## config.mk

```make
export PLATFORM = sky130hd
export DESIGN_NAME = bfs_scaler
export DESIGN_NICKNAME = d
export VERILOG_FILES = /design/src/logic/bfs_pkg.sv /design/src/logic/bfs_mag_if.sv /design/src/logic/bfs_mag_code.sv /design/src/logic/bfs_scaler.sv
export VERILOG_INCLUDE_DIRS = /design/src /design/src/logic
export SDC_FILE = /design/constraint.sdc
export NUM_CORES = 1
export LEC_CHECK = 0
export ABC_CLOCK_PERIOD_IN_PS = 8100
export BUFFER_PORTS_ARGS = -buffer_cell sky130_fd_sc_hd__buf_2
export CELL_PAD_IN_SITES_DETAIL_PLACEMENT = 1
export CELL_PAD_IN_SITES_GLOBAL_PLACEMENT = 1
export CORE_MARGIN = 5
export CORE_UTILIZATION = 35
export CTS_CLUSTER_DIAMETER = 200
export DETAILED_ROUTE_END_ITERATION = 12
export GPL_ROUTABILITY_DRIVEN = 0
export PLACE_DENSITY = 0.81
export SYNTH_ARGS = -nofsm -noshare
export SYNTH_HDL_FRONTEND = slang
export SYNTH_SLANG_ARGS = --single-unit
```

## constraint.sdc

```tcl
create_clock -name ref_clk -period 8.1 [get_ports ref_clk]
set_clock_uncertainty 0.05 [all_clocks]
set_input_delay 0.405 -clock ref_clk [delete_from_list [all_inputs] [get_ports ref_clk]]
set_output_delay 0.405 -clock ref_clk [all_outputs]
set_load 0.01 [all_outputs]
```

## src/logic/bfs_defines.svh

```systemverilog
// Constants of the block floating-point scaler: widths, thresholds, register map
`ifndef BFS_DEFINES_SVH
`define BFS_DEFINES_SVH

`define BFS_WORD_W        24
`define BFS_ACC_W         60
`define BFS_ACC_LSB       23
`define BFS_TOP_W         5
`define BFS_SQ_W          10
`define BFS_CODE_W        3
`define BFS_EXP_W         6
`define BFS_WORD_MAX      24'h7fffff
`define BFS_WORD_MIN      24'h800000

`define BFS_THR_CODE5     10'h101
`define BFS_THR_CODE4     10'h040
`define BFS_THR_CODE3     10'h010
`define BFS_THR_CODE2     10'h004
`define BFS_THR_CODE1     10'h001
`define BFS_AUTO_MAX      3'h5

`define BFS_ADDR_W        4
`define BFS_DATA_W        32
`define BFS_REG_CTRL      4'h0
`define BFS_REG_STATUS    4'h4
`define BFS_CTRL_RADIX_LSB 0
`define BFS_CTRL_CLEAR_BIT 8
`define BFS_STAT_MAX_LSB  0
`define BFS_STAT_SHIFT_LSB 4
`define BFS_STAT_EXP_LSB  8
`define BFS_RADIX_FLD_R2  2'h0
`define BFS_RADIX_FLD_R4  2'h1
`define BFS_RADIX_FLD_R16 2'h2
`define BFS_CTRL_RESET    2'h0

`endif

```

## src/logic/bfs_pkg.sv

```systemverilog
// Types shared by the block floating-point scaler modules
`include "bfs_defines.svh"
package bfs_pkg;
  typedef enum logic [1:0] {BFS_R2, BFS_R4, BFS_R16} bfs_radix_e;
  typedef logic signed [`BFS_WORD_W-1:0] bfs_word_t;
  typedef logic [`BFS_CODE_W-1:0]        bfs_code_t;
endpackage : bfs_pkg

```

## src/logic/bfs_mag_if.sv

```systemverilog
// Link between the scaler top and its magnitude-to-code unit
`timescale 1ns/100ps
`include "bfs_defines.svh"
interface bfs_mag_if;
  logic                   valid;
  logic [`BFS_TOP_W-1:0]  re_top;
  logic [`BFS_TOP_W-1:0]  im_top;
  logic                   code_valid;
  bfs_pkg::bfs_code_t     code;
  modport feeder (output valid, output re_top, output im_top, input code_valid, input code);
  modport unit   (input valid, input re_top, input im_top, output code_valid, output code);
endinterface : bfs_mag_if

```

## src/logic/bfs_mag_code.sv

```systemverilog
// Magnitude estimate of one complex result mapped to a stage scale code
`timescale 1ns/100ps
`include "bfs_defines.svh"
module bfs_mag_code (
  input wire logic ref_clk,
  input wire logic rst_n,
  input wire logic ce,
  bfs_mag_if.unit  mag
);

  logic [`BFS_TOP_W-1:0] re_abs;
  logic [`BFS_TOP_W-1:0] im_abs;
  logic [`BFS_SQ_W-1:0]  sum_sq;
  bfs_pkg::bfs_code_t    code_reg;
  bfs_pkg::bfs_code_t    code_next;
  logic                  code_valid_reg;
  logic                  code_valid_next;

  // Magnitude of a signed five-bit field; the most negative value gives 16
  function automatic logic [`BFS_TOP_W-1:0] top_abs(input logic [`BFS_TOP_W-1:0] x);
    top_abs = x[`BFS_TOP_W-1] ? `BFS_TOP_W'(~x + 5'h01) : x;
  endfunction : top_abs

  // Squared thresholds stand in for the square root, so no root hardware
  always_comb begin
    re_abs = top_abs(mag.re_top);
    im_abs = top_abs(mag.im_top);
    sum_sq = `BFS_SQ_W'({5'h00, re_abs} * {5'h00, re_abs}) +
             `BFS_SQ_W'({5'h00, im_abs} * {5'h00, im_abs});
    code_next       = code_reg;
    code_valid_next = 1'b0;
    if (mag.valid) begin
      code_valid_next = 1'b1;
      if (sum_sq >= `BFS_THR_CODE5)      code_next = 3'h5;
      else if (sum_sq >= `BFS_THR_CODE4) code_next = 3'h4;
      else if (sum_sq >= `BFS_THR_CODE3) code_next = 3'h3;
      else if (sum_sq >= `BFS_THR_CODE2) code_next = 3'h2;
      else if (sum_sq >= `BFS_THR_CODE1) code_next = 3'h1;
      else                               code_next = 3'h0;
    end
  end

  // Code register, frozen while the clock enable is low
  always_ff @(posedge ref_clk or negedge rst_n) begin
    if (!rst_n) begin
      code_reg       <= 3'h0;
      code_valid_reg <= 1'b0;
    end else if (ce) begin
      code_reg       <= code_next;
      code_valid_reg <= code_valid_next;
    end
  end

  assign mag.code       = code_reg;
  assign mag.code_valid = code_valid_reg;
endmodule : bfs_mag_code

```

## src/logic/bfs_scaler.sv

```systemverilog
// Block floating-point scaler: input shifting, output scale code, exponent total
//
// Notes on behaviour
// - Complex words, 24-bit signed real and imaginary.
// - 60-bit results rounded once to 24 bits.
// - Magnitude from top five bits of each half.
// - Magnitude maps to scale code zero to five.
// - Keep running maximum code, drive scale-out pins.
// - Stage maximum is next stage's scaling reference.
// - Select high: shift right by scale-in, 0-7.
// - Select low: automatic shift, never above five.
// - Automatic shift from code and instruction radix.
// - Exponent out is exponent in plus shift.
//
// Our own choices: strobed register access and the placing of the registers.
`timescale 1ns/100ps
`include "bfs_defines.svh"
module bfs_scaler (
  input  wire logic                     ref_clk,
  input  wire logic                     rst_n,
  input  wire logic                     ce,
  input  wire logic [`BFS_ADDR_W-1:0]   reg_addr,
  input  wire logic [`BFS_DATA_W-1:0]   reg_wr_data,
  input  wire logic                     reg_wr_stb,
  input  wire logic                     reg_rd_stb,
  output logic      [`BFS_DATA_W-1:0]   reg_rd_data,
  input  wire logic                     in_valid,
  input  wire logic [`BFS_WORD_W-1:0]   in_re,
  input  wire logic [`BFS_WORD_W-1:0]   in_im,
  output logic                          shifted_valid,
  output logic      [`BFS_WORD_W-1:0]   shifted_re,
  output logic      [`BFS_WORD_W-1:0]   shifted_im,
  input  wire logic                     scale_source_select,
  input  wire logic [`BFS_CODE_W-1:0]   stage_scale_code_in,
  input  wire logic [`BFS_EXP_W-1:0]    exponent_total_in,
  output logic      [`BFS_EXP_W-1:0]    exponent_total_out,
  input  wire logic                     acc_valid,
  input  wire logic [`BFS_ACC_W-1:0]    acc_re,
  input  wire logic [`BFS_ACC_W-1:0]    acc_im,
  output logic                          out_valid,
  output logic      [`BFS_WORD_W-1:0]   out_re,
  output logic      [`BFS_WORD_W-1:0]   out_im,
  output logic      [`BFS_CODE_W-1:0]   stage_scale_code_out
);

  localparam int ACC_HI = `BFS_ACC_LSB + `BFS_WORD_W - 1;

  // Control and register port state
  bfs_pkg::bfs_radix_e      radix_reg;
  bfs_pkg::bfs_radix_e      radix_next;
  logic [1:0]               radix_fld;
  logic                     pass_clear;
  logic [`BFS_DATA_W-1:0]   rd_data_reg;
  logic [`BFS_DATA_W-1:0]   rd_data_next;

  // Input side state
  logic [`BFS_CODE_W-1:0]   code_sat;
  logic [`BFS_CODE_W-1:0]   auto_shift;
  logic [`BFS_CODE_W-1:0]   shift_amt;
  logic                     sh_valid_reg;
  logic                     sh_valid_next;
  bfs_pkg::bfs_word_t       sh_re_reg;
  bfs_pkg::bfs_word_t       sh_re_next;
  bfs_pkg::bfs_word_t       sh_im_reg;
  bfs_pkg::bfs_word_t       sh_im_next;
  logic [`BFS_EXP_W-1:0]    exp_reg;
  logic [`BFS_EXP_W-1:0]    exp_next;

  // Output side state
  logic                     res_valid_reg;
  logic                     res_valid_next;
  logic [`BFS_WORD_W-1:0]   res_re_reg;
  logic [`BFS_WORD_W-1:0]   res_re_next;
  logic [`BFS_WORD_W-1:0]   res_im_reg;
  logic [`BFS_WORD_W-1:0]   res_im_next;
  bfs_pkg::bfs_code_t       max_reg;
  bfs_pkg::bfs_code_t       max_next;

  bfs_mag_if mag ();

  // Round once at the output word; saturate instead of wrapping on overflow
  function automatic logic [`BFS_WORD_W-1:0] round_sat(input logic [`BFS_ACC_W-1:0] acc);
    logic [`BFS_ACC_W-1:0] sum;
    sum = acc + (`BFS_ACC_W'(1) << (`BFS_ACC_LSB - 1));
    if (sum[`BFS_ACC_W-1:ACC_HI] == {(`BFS_ACC_W - ACC_HI){sum[ACC_HI]}})
      round_sat = sum[ACC_HI:`BFS_ACC_LSB];
    else if (acc[`BFS_ACC_W-1])
      round_sat = `BFS_WORD_MIN;
    else
      round_sat = `BFS_WORD_MAX;
  endfunction : round_sat

  // Register port: control holds the radix, a write-one bit starts a new pass
  always_comb begin
    radix_next   = radix_reg;
    pass_clear   = 1'b0;
    rd_data_next = '0;
    radix_fld    = reg_wr_data[`BFS_CTRL_RADIX_LSB +: 2];
    if (reg_wr_stb && (reg_addr == `BFS_REG_CTRL)) begin
      pass_clear = reg_wr_data[`BFS_CTRL_CLEAR_BIT];
      case (radix_fld)
        `BFS_RADIX_FLD_R4:  radix_next = bfs_pkg::BFS_R4;
        `BFS_RADIX_FLD_R16: radix_next = bfs_pkg::BFS_R16;
        default:            radix_next = bfs_pkg::BFS_R2;
      endcase
    end
    if (reg_rd_stb) begin
      case (reg_addr)
        `BFS_REG_CTRL: begin
          case (radix_reg)
            bfs_pkg::BFS_R4:  rd_data_next[`BFS_CTRL_RADIX_LSB +: 2] = `BFS_RADIX_FLD_R4;
            bfs_pkg::BFS_R16: rd_data_next[`BFS_CTRL_RADIX_LSB +: 2] = `BFS_RADIX_FLD_R16;
            default:          rd_data_next[`BFS_CTRL_RADIX_LSB +: 2] = `BFS_RADIX_FLD_R2;
          endcase
        end
        `BFS_REG_STATUS: begin
          rd_data_next[`BFS_STAT_MAX_LSB +: `BFS_CODE_W]   = max_reg;
          rd_data_next[`BFS_STAT_SHIFT_LSB +: `BFS_CODE_W] = shift_amt;
          rd_data_next[`BFS_STAT_EXP_LSB +: `BFS_EXP_W]    = exp_reg;
        end
        default: rd_data_next = '0;                                   // Unmapped reads as zero
      endcase
    end
  end

  // Register port flops; accesses made while ce is low are lost
  always_ff @(posedge ref_clk or negedge rst_n) begin
    if (!rst_n) begin
      radix_reg   <= bfs_pkg::BFS_R2;
      rd_data_reg <= '0;
    end else if (ce) begin
      radix_reg   <= radix_next;
      rd_data_reg <= rd_data_next;
    end
  end

  assign reg_rd_data = rd_data_reg;

  // Automatic shift: codes above five count as five, so the shift stays bounded
  always_comb begin
    code_sat = (stage_scale_code_in > `BFS_AUTO_MAX) ? `BFS_AUTO_MAX : stage_scale_code_in;
    case (radix_reg)
      bfs_pkg::BFS_R2:  auto_shift = (code_sat >= 3'h4) ? 3'(code_sat - 3'h3) : 3'h0;
      bfs_pkg::BFS_R4:  auto_shift = (code_sat >= 3'h3) ? 3'(code_sat - 3'h2) : 3'h0;
      bfs_pkg::BFS_R16: auto_shift = code_sat;
      default:          auto_shift = 3'h0;
    endcase
    // The scale-in code is the previous stage's maximum in automatic mode
    shift_amt = scale_source_select ? stage_scale_code_in : auto_shift;
  end

  // Input words are shifted arithmetically; the exponent total tracks the shift
  always_comb begin
    sh_valid_next = in_valid;
    sh_re_next    = sh_re_reg;
    sh_im_next    = sh_im_reg;
    if (in_valid) begin
      sh_re_next = $signed(in_re) >>> shift_amt;
      sh_im_next = $signed(in_im) >>> shift_amt;
    end
    exp_next = exponent_total_in + {3'h0, shift_amt};
  end

  always_ff @(posedge ref_clk or negedge rst_n) begin
    if (!rst_n) begin
      sh_valid_reg <= 1'b0;
      sh_re_reg    <= '0;
      sh_im_reg    <= '0;
      exp_reg      <= '0;
    end else if (ce) begin
      sh_valid_reg <= sh_valid_next;
      sh_re_reg    <= sh_re_next;
      sh_im_reg    <= sh_im_next;
      exp_reg      <= exp_next;
    end
  end

  assign shifted_valid      = sh_valid_reg;
  assign shifted_re         = sh_re_reg;
  assign shifted_im         = sh_im_reg;
  assign exponent_total_out = exp_reg;

  // Results enter wide and leave as 24-bit words; this is the only rounding step
  always_comb begin
    res_valid_next = acc_valid;
    res_re_next    = res_re_reg;
    res_im_next    = res_im_reg;
    if (acc_valid) begin
      res_re_next = round_sat(acc_re);
      res_im_next = round_sat(acc_im);
    end
  end

  always_ff @(posedge ref_clk or negedge rst_n) begin
    if (!rst_n) begin
      res_valid_reg <= 1'b0;
      res_re_reg    <= '0;
      res_im_reg    <= '0;
    end else if (ce) begin
      res_valid_reg <= res_valid_next;
      res_re_reg    <= res_re_next;
      res_im_reg    <= res_im_next;
    end
  end

  assign out_valid = res_valid_reg;
  assign out_re    = res_re_reg;
  assign out_im    = res_im_reg;

  // Top five bits of each delivered word go to the magnitude unit
  assign mag.valid  = res_valid_reg;
  assign mag.re_top = res_re_reg[`BFS_WORD_W-1 -: `BFS_TOP_W];
  assign mag.im_top = res_im_reg[`BFS_WORD_W-1 -: `BFS_TOP_W];

  bfs_mag_code u_mag (
    .ref_clk (ref_clk),
    .rst_n   (rst_n),
    .ce      (ce),
    .mag     (mag.unit)
  );

  // Running maximum; a code arriving with the pass clear still counts
  always_comb begin
    max_next = max_reg;
    if (pass_clear)
      max_next = 3'h0;
    if (mag.code_valid && (pass_clear || (mag.code > max_reg)))
      max_next = mag.code;
  end

  always_ff @(posedge ref_clk or negedge rst_n) begin
    if (!rst_n)
      max_reg <= 3'h0;
    else if (ce)
      max_reg <= max_next;
  end

  assign stage_scale_code_out = max_reg;
endmodule : bfs_scaler

```

## Word-level counts from Yosys, hierarchy flattened

Index checks and enable logic that the tools add are counted.

- Bits in registers: 145
- Bits of input ports: 221
- Output and inout port bits: 139
- Logic and storage cells: 80

- $add $sub $neg: 8
- Multipliers: 2
- Order comparisons: 9
- Eq/ne operators: 7
- Shift operators: 2
- Mux-type cells: 27
- Bitwise operators: 2
- Reductions and logical operators: 11

Operators by type and width:

| cell | number |
|---|---|
| $add A60 B23 Y60 const B | 2 |
| $mux W24 | 4 |
| $sshr A24 B3 Y24 | 2 |
| $mux W3 | 11 |
| $eq A13 B13 Y1 | 2 |
| $mul A5 B5 Y10 | 2 |
| $mux W14 | 1 |
| $pmux W2 S2 | 3 |
| $add A10 B10 Y10 | 1 |
| $add A5 B1 Y5 const B | 2 |
| $ge A10 B1 Y1 const B | 1 |
| $ge A10 B3 Y1 const B | 1 |
| $ge A10 B5 Y1 const B | 1 |
| $ge A10 B7 Y1 const B | 1 |
| $ge A10 B9 Y1 const B | 1 |
| $mux W5 | 2 |
| $not A5 Y5 | 2 |
| $reduce_and A2 Y1 | 5 |
| $pmux W3 S3 | 1 |
| $add A6 B3 Y6 | 1 |
| $mux W6 | 1 |
| $sub A3 B2 Y3 const B | 2 |
| $eq A2 B1 Y1 const B | 2 |
| $eq A2 B2 Y1 const B | 2 |
| 11 further kinds | 15 |

## Depth between registers and ports, before layout

Gate-level depths: netlist of run 1.

- Depth in word-level cells: 11
- Mapped depth: 23
- Mapped depth without buffers: 23

## Hierarchy

A second synthesis of run 1 with hierarchy kept.

- Cells, all modules: 1148
- Area, all modules: 10313.6 um^2

By module, submodules not included:

| module | times used | cells an instance | area each (um^2) | sequential area each (um^2) |
|---|---|---|---|---|
| bfs_scaler | 1 | 970 | 8760.9 | 3027.9 |
| bfs_mag_code | 1 | 178 | 1552.7 | 100.1 |

## Worst setup path before layout of run 1

OpenSTA, ideal clock, no wires.

- Path type: register to register
- From: register res_im_reg[19], in the netlist out_im[19]
- To: register u_mag.code_reg[1], in the netlist u_mag.mag.code[1]
- Setup time: 67 ps
- Arrival: 5698 ps
- Slack: 2285 ps
- Cell stages (with the launch flop): 21
- Buffers on the path: 0
- Clock period less this slack: 5815 ps
- Cells stage by stage: dfrtp_1 inv_1 ha_1 nor4bb_1 nand2_1 inv_1 fa_1 fa_1 inv_1 fa_1 inv_1 fa_1 fa_1 ha_1 a21o_1 a21oi_1 and2_1 o21a_1 nand3_1 nor4b_1 a22o_1

- Cells in the longest elaborated chain, start to end: 10
- Elaborated cells on any way between the ends: 13
- Those cells by class: 2 x add/sub; 1 x mul; 4 x order compare; 5 x mux; 1 x bitwise

Ends and longest elaborated chain:

| element | RTL line | RTL |
|---|---|---|
| from (decl) | bfs_scaler.sv:74 | `` logic [`BFS_WORD_W-1:0] res_im_reg; `` |
| from (signal assigned) | bfs_scaler.sv:202 | `res_im_reg <= res_im_next;` |
| $not A5 Y5 | bfs_mag_code.sv:21 | `` top_abs = x[`BFS_TOP_W-1] ? `BFS_TOP_W'(~x + 5'h01) : x; `` |
| $add A5 B1 Y5 | bfs_mag_code.sv:21 |  |
| $mux W5 * | bfs_mag_code.sv:21 |  |
| $mul A5 B5 Y10 * | bfs_mag_code.sv:29 | `` `BFS_SQ_W'({5'h00, im_abs} * {5'h00, im_abs}); `` |
| $add A10 B10 Y10 (no source line) * | -- |  |
| $ge A10 B3 Y1 (no source line) | -- |  |
| $mux W3 | bfs_mag_code.sv:37 | `` else if (sum_sq >= `BFS_THR_CODE2) code_next = 3'h2; `` |
| $mux W3 | bfs_mag_code.sv:36 | `` else if (sum_sq >= `BFS_THR_CODE3) code_next = 3'h3; `` |
| $mux W3 | bfs_mag_code.sv:35 | `` else if (sum_sq >= `BFS_THR_CODE4) code_next = 3'h4; `` |
| $mux W3 * | bfs_mag_code.sv:34 | `` if (sum_sq >= `BFS_THR_CODE5) code_next = 3'h5; `` |
| to (signal assigned) | bfs_mag_code.sv:49 | `code_reg <= code_next;` |
| to (decl) | bfs_mag_code.sv:14 | `bfs_pkg::bfs_code_t code_reg;` |

Every way passes the cells marked *; elsewhere a longest branch is shown, timed or not.
A chain may end at the register's enable or synchronous reset.

## Final worst setup path of run 1

Ends and elaborated chain as after synthesis.

==> impl_metrics.tcl, run 1 <==
set metrics [dict create \
    syn_area_mm2 0.00988 \
    holdBufCountCts 1 \
    die_w_um 178 \
    clockRootBuffer "clkbuf_16" \
    cts.path.max_buffers 2 \
    cp-end-kind "register" \
    fin_area_mm2 0.0121 \
    io_pins 360 \
    io_buffers 266 \
    clkSlewWorstSetupHoldPaths_ps 60 \
    worst_pin_slew_ps 970 \
    post-route-period-util_pct 80.9 \
    routedWlPerCell_um 18.7 \
    hold_viol 0 \
    ys_seq_elements 125 \
    slew_violations 0 \
    insertion_delay_ps 420 \
    crit_required_ps 8400 \
    postPlaceCellArea_mm2 0.0115 \
    timing.rr.end "u_mag.mag.code[1]$_DFFE_PN0P_" \
    tns_ps 0 \
    yosys-top-cells-count "nand2_1, mux2i_1, dfrtp_1" \
    post-dp-hpwl_mm 25.1 \
    status "completed" \
    antenna_found_initial 5 \
    grt_pass1_wl_mm 51.0 \
    min_period_ps 6550 \
    rows 61 \
    grt_max_degree 82 \
    cts_resized 0 \
    grt.total_usage_pct 20.0 \
    cts_tree "yes" \
    cellLeakagePower_nw 6.15 \
    ys_dominant_reg_cell "dfrtp_1" \
    cp_max_fo 7 \
    fin_nets 1604 \
    multi_input_area_mm2 0.00623 \
    yosysUniqueCellTypes 70 \
    htree_levels 4 \
    die_area_mm2 0.0317 \
    crit_type "reg2reg" \
    worstSetupEndpoint "u_mag.mag.code[1]$_DFFE_PN0P_" \
    hp-class "in2reg" \
    synthTopCellsByArea "dfrtp_1, mux2i_1, nand2_1" \
    wl_mm 32.1 \
    via_count 8998 \
    r2r_cells 20 \
    synth.most_common_cell "nand2_1" \
    start_util_pct 35.5 \
    cts_buffers 17 \
    drive_gt1_share_pct 26.2 \
    setup_viol 0 \
    grt_pass1_vias 9495 \
    synth-edff-count 0 \
    startpoint "out_im[19]$_DFFE_PN0P_" \
    hold_path_depth 3 \
    syn_avg_cell_area_um2 9.17 \
    antenna_left 0 \
    vdd.ir_drop.worst_v 0.000116 \
    r2r_setup_slack_ps 1550 \
    first_pass_iters 4 \
    yosysTopAreaCell "dfrtp_1" \
    rr_startpoint "out_im[19]$_DFFE_PN0P_" \
    critPathLaunchType "register" \
    max_freq_ghz 0.153 \
    area_growth_syn_to_layout_pct 22.6 \
    core_area_mm2 0.0279 \
    grt_overflow_total 0 \
    synthDominantCellAreaShare_pct 31.7 \
    syn-instance-count 1077 \
    die_y_um 178 \
    ys_warn_count 0 \
    post-cts-setup-buffers 0 \
    async_flop_share_pct 100 \
    drt-initial-drc-count 342 \
    route.detailed.drc 0 \
    maxSlewHeadroom_pct 35.1 \
    yosysSeqAreaShare_pct 31.7 \
    arrival_ps 6850 \
    drt-vias-per-instance 5.24 \
    rsz0062_at_grt "false" \
    cap_violations 0 \
    layout.area.seq_mm2 0.00313 \
    cellPowerDensity_mw_per_mm2 220 \
    fill_cells 3341 \
    clock_sinks 125 \
]
[cells in the final DEF (no fill, tap or decap), types with 6 or more instances in the layout]
cell type,Yosys,layout
a221o_1,23,23
and3_1,14,14
xor2_1,22,22
or3_1,6,6
nand2_1,133,131
a31oi_1,12,12
and4_1,12,12
inv_1,74,74
and2_1,11,11
buf_4,23,7
nor3_1,12,12
a21oi_1,28,28
nand2b_1,11,11
nor4_1,11,11
fa_1,22,22
xnor2_1,49,49
buf_2,6,265
o211ai_2,21,21
o22ai_1,6,6
nand4_1,20,20
mux2i_1,129,128
conb_1,2,23
a21o_1,7,7
nor2_1,57,57
nand3_1,26,26
clkbuf_16,0,17
nor2b_1,9,9
o21ai_0,64,64
dfrtp_1,125,125
ha_1,37,37
[through the flow]
stage	power (mW)	hold WS, ps	instances	setup slack (ps)	util [%]
final	2.66	215	1716	1550	43.5
after global routing	2.87	207	1715	1040	43.5
after CTS	2.70	192	1715	1500	43.5
after detailed placement	1.87	387	1682	1590	41.3
after global placement	1.82	391	1682	1780	41.3
after floorplan	1.51	59.4	1098	2280	-
[power breakdown]
| part | internal, mW | switching, mW | leakage [nW] |
|---|---|---|---|
| Sequential | 0.721 | 0.0681 | 1.55 |
| Clock | 0.468 | 0.331 | 0.293 |
| Combinational | 0.452 | 0.619 | 4.30 |
| Total | 1.64 | 1.02 | 6.15 |
[cell families (layout without fill, tap and decap cells)]
kind of cell	after synthesis	in the layout	share of synthesized area, %
DFF	125	125	31.7
adders and majority gates	59	59	9.14
buffers and inverters	141	380	6.46
muxes	134	134	13.6
AOI/OAI and AO/OA	201	201	14.9
and+or+nand+nor	344	344	17.9
xor gates and xnor gates	71	71	6.29
other	2	24	0.0760
[layer usage]
layer	share of wire, %	up-vias	GRT usage (%)
li1	-	4314	-
met1	43	4387	24.8
met2	49	251	34.8
met3	7.0	36	5.85
met4	1.3	10	3.93
met5	0.18	-	0
[area by class of cell]
class / instances / area share (%)
antenna: 1 / 0.0207
sequential: 125 / 25.8
clock inverter: 14 / 1.31
clock buffer: 18 / 3.63
inverter: 74 / 2.29
tap: 378 / 3.90
multi-input combinational: 832 / 51.5
timing repair buffer: 274 / 11.6
[worst max-delay path, stage by stage, from the launching register on]
cell      delay [ps]
dfrtp_1          420
inv_1            230
ha_1             210
nor4bb_1         660
nand2_1          210
inv_1            120
fa_1             430
fa_1             540
inv_1             50
fa_1             530
inv_1             50
fa_1             560
fa_1             430
ha_1             360
a21o_1           200
a21oi_1          260
and2_1           190
o21a_1           150
nand3_1           80
nor4b_1          530
a22o_1           200
[how the worst min path moves through the flow]
stage / from / endpoint / slack [ps]
finish: reg_wr_data[1] / radix_reg[1]$_DFFE_PN0P_ / 210
global route: reg_wr_data[1] / radix_reg[1]$_DFFE_PN0P_ / 210
CTS: reg_wr_data[1] / radix_reg[1]$_DFFE_PN0P_ / 190
detailed placement: rst_n / reg_rd_data[9]$_DFFE_PN0P_ / 390
global placement: rst_n / reg_rd_data[9]$_DFFE_PN0P_ / 390
floorplan: rst_n / exponent_total_out[0]$_DFFE_PN0P_ / 60
Note: power is estimated with default switching activity, not from simulation.
==> run 2, diff against run 1 <==
--- a/config.mk
+++ b/config.mk
@@ -6,16 +6,16 @@
 export SDC_FILE = /design/constraint.sdc
 export NUM_CORES = 1
 export LEC_CHECK = 0
-export ABC_CLOCK_PERIOD_IN_PS = 8100
+export ABC_CLOCK_PERIOD_IN_PS = 5300
 export BUFFER_PORTS_ARGS = -buffer_cell sky130_fd_sc_hd__buf_2
 export CELL_PAD_IN_SITES_DETAIL_PLACEMENT = 1
 export CELL_PAD_IN_SITES_GLOBAL_PLACEMENT = 1
 export CORE_MARGIN = 5
-export CORE_UTILIZATION = 35
+export CORE_UTILIZATION = 34
 export CTS_CLUSTER_DIAMETER = 200
 export DETAILED_ROUTE_END_ITERATION = 12
 export GPL_ROUTABILITY_DRIVEN = 0
-export PLACE_DENSITY = 0.81
+export PLACE_DENSITY = 0.83
 export SYNTH_ARGS = -nofsm -noshare
 export SYNTH_HDL_FRONTEND = slang
 export SYNTH_SLANG_ARGS = --single-unit
==> constraint.sdc (replaced) <==
create_clock -name ref_clk -period 5.3 [get_ports ref_clk]
set_clock_uncertainty 0.05 [all_clocks]
set_input_delay 0.265 -clock ref_clk [delete_from_list [all_inputs] [get_ports ref_clk]]
set_output_delay 0.265 -clock ref_clk [all_outputs]
set_load 0.01 [all_outputs]
==> run 2 against run 1 <==
Highest routed layer unchanged. Global-route usage hardly changed. Total power is 60% higher. Critical endpoint is now u_mag.mag.code[0]$_DFFE_PN0P_. Sequential power is 53% higher. Register-to-register slack worse by 1700 ps. Clock-buffer cell count is 1 lower. Via count is 2.4% higher. Non-clock buffer count is 28 higher. Clock power is 53% higher. Largest power group unchanged. The flow now finishes with violations (setup timing).
==> impl_metrics.tcl, run 2 (synthesized netlist as in run 1, its figures left out) <==
set metrics [dict create \
    status "finished, violations left" \
    violations "setup timing" \
    hold_path_end "radix_reg[1]$_DFFE_PN0P_" \
    timing.rr.end "u_mag.mag.code[0]$_DFFE_PN0P_" \
    cts_buffers 17 \
    io_buffers 266 \
    grt.total_usage_pct 20.1 \
    hold_viol 0 \
    maxSlewHeadroom_pct 35.6 \
    critPathLaunchType "register" \
    finalPower_mw 4.25 \
    antenna_left 0 \
    die_y_um 180 \
    die_area_mm2 0.0326 \
    clkSlewWorstSetupHoldPaths_ps 70 \
    clockRootBuffer "clkbuf_16" \
    final_util_pct 43.4 \
    insertion_delay_ps 420 \
    final_common_cell "buf_2" \
    hp-class "in2reg" \
    fin_cells 1750 \
    route.detailed.drc 0 \
    crit_required_ps 5550 \
    worst_pin_slew_ps 963 \
    rr_startpoint "out_re[19]$_DFFE_PN0P_" \
    hold_path_depth 3 \
    grt_pass1_wl_mm 53.7 \
    antenna_found_initial 3 \
    cellPowerDensity_mw_per_mm2 341 \
    grt_overflow_total 0 \
    drt-vias-per-instance 5.27 \
    slew_violations 0 \
    place_ws_ps -146 \
    hold_start "reg_wr_data[1]" \
    crit_type "reg2reg" \
    wl_mm 33.8 \
    r2r_setup_slack_ps -170 \
    min_period_ps 5470 \
    drive_gt1_share_pct 29.5 \
    cp_max_fo 4 \
    die_w_um 180 \
    setup_viol 3 \
    fin_nets 1632 \
    rsz0062_at_grt "true" \
    first_pass_iters 6 \
    area_growth_syn_to_layout_pct 26.0 \
    arrival_ps 5720 \
    fill_cells 3457 \
    cts.path.max_buffers 2 \
    grt_pass1_vias 10100 \
    routedWlPerCell_um 19.3 \
    post-route-period-util_pct 103 \
    via_count 9215 \
    start_util_pct 34.4 \
    clock_sinks 125 \
    htree_levels 4 \
    rows 62 \
    cts_tree "yes" \
    cap_violations 0 \
    grt_max_degree 82 \
    max_freq_ghz 0.183 \
    cellLeakagePower_nw 6.30 \
    core_area_mm2 0.0287 \
    vdd.ir_drop.worst_v 0.000192 \
    drt-initial-drc-count 377 \
    dp.cells 1709 \
    final_cell_mix "buf_2, mux2i_1, nand2_1" \
    cp-end-kind "register" \
    io_pins 360 \
    post-dp-hpwl_mm 26.3 \
    setup_ws_ps -169 \
    r2r_cells 21 \
]
==> run 2: changes by cell type in the layout (fill, tap and decap cells not counted), moves of 3 or more <==
cell and change:
o21ai_0 -3, buf_4 +28, nand2_2 +3, a21oi_1 -3, ha_4 +3, nand2_1 -4, inv_1 -8, clkinv_4 -4
inv_8 +5, ha_1 -3, a21oi_2 +3, inv_2 +7
==> run 2: per-stage QoR <==
step           area, um^2  hold slack [ps]  TNS [ps]
2_1_floorplan       10000            -80.6     -23.3
3_3_place_gp        11800              322     -9.26
3_5_place_dp        11800              327      -283
4_1_cts             12400             55.1      -375
5_1_grt             12500             58.8      -842
6_report            12500             72.9      -242
==> run 2: routing by layer <==
layer,vias up,part of all wire [%],GRT usage (%)
met1,4561,42,24.3
met2,261,51,36.2
met4,4,1.6,4.48
li1,4350,-,-
met3,39,6.0,4.78
met5,-,0.041,0
==> run 2: layout make-up <==
cell class / count / area (um^2) / area share, %
Multi-Input combinational cell: 832 / 6360 / 51.1
Sequential cell: 125 / 3130 / 25.1
Timing Repair Buffer: 302 / 1610 / 12.9
Tap cell: 384 / 480 / 3.86
Clock buffer: 17 / 425 / 3.42
Inverter: 74 / 280 / 2.25
Clock inverter: 15 / 165 / 1.33
Antenna cell: 1 / 2.50 / 0.0201
==> run 2: how the worst max path moves through the flow <==
stage / startpoint / end / slack [ps] / cells after the start
floorplan: out_im[19]$_DFFE_PN0P_ / u_mag.mag.code[0]$_DFFE_PN0P_ / -20 / 23
global placement: out_im[19]$_DFFE_PN0P_ / u_mag.mag.code[0]$_DFFE_PN0P_ / -9 / 23
detailed placement: out_im[19]$_DFFE_PN0P_ / u_mag.mag.code[0]$_DFFE_PN0P_ / -150 / 23
CTS: out_im[19]$_DFFE_PN0P_ / u_mag.mag.code[0]$_DFFE_PN0P_ / -180 / 23
global route: out_re[19]$_DFFE_PN0P_ / u_mag.mag.code[0]$_DFFE_PN0P_ / -370 / 21
finish: out_re[19]$_DFFE_PN0P_ / u_mag.mag.code[0]$_DFFE_PN0P_ / -170 / 21
==> run 2: critical path: stages, from the launching register on <==
cell	delay, ps
dfrtp_1	400
inv_2	110
ha_4	150
nor4bb_4	230
nand2_2	140
fa_1	560
inv_2	40
fa_1	520
inv_1	50
fa_1	470
inv_1	50
fa_1	490
fa_1	450
ha_4	300
a21o_1	120
a21oi_2	70
and2_1	150
or3_1	380
nand4_1	130
nor2_1	60
a211o_1	270
a21o_1	160
==> run 2: what timing repair did <==
action | CTS | global route
setup buffers | 0 | 7
gates resized for setup | 0 | 15
setup endpoints to repair | 3 | 3
endpoints found under the hold margin | 77 | 0
hold buffers | 1 | 0
pin swaps | 0 | 10
==> run 2: where the power goes <==
part           leakage [nW]  switching (mW)  internal, mW
registers              1.55           0.105          1.10
clock network         0.287           0.545         0.674
logic                  4.47            1.03         0.794
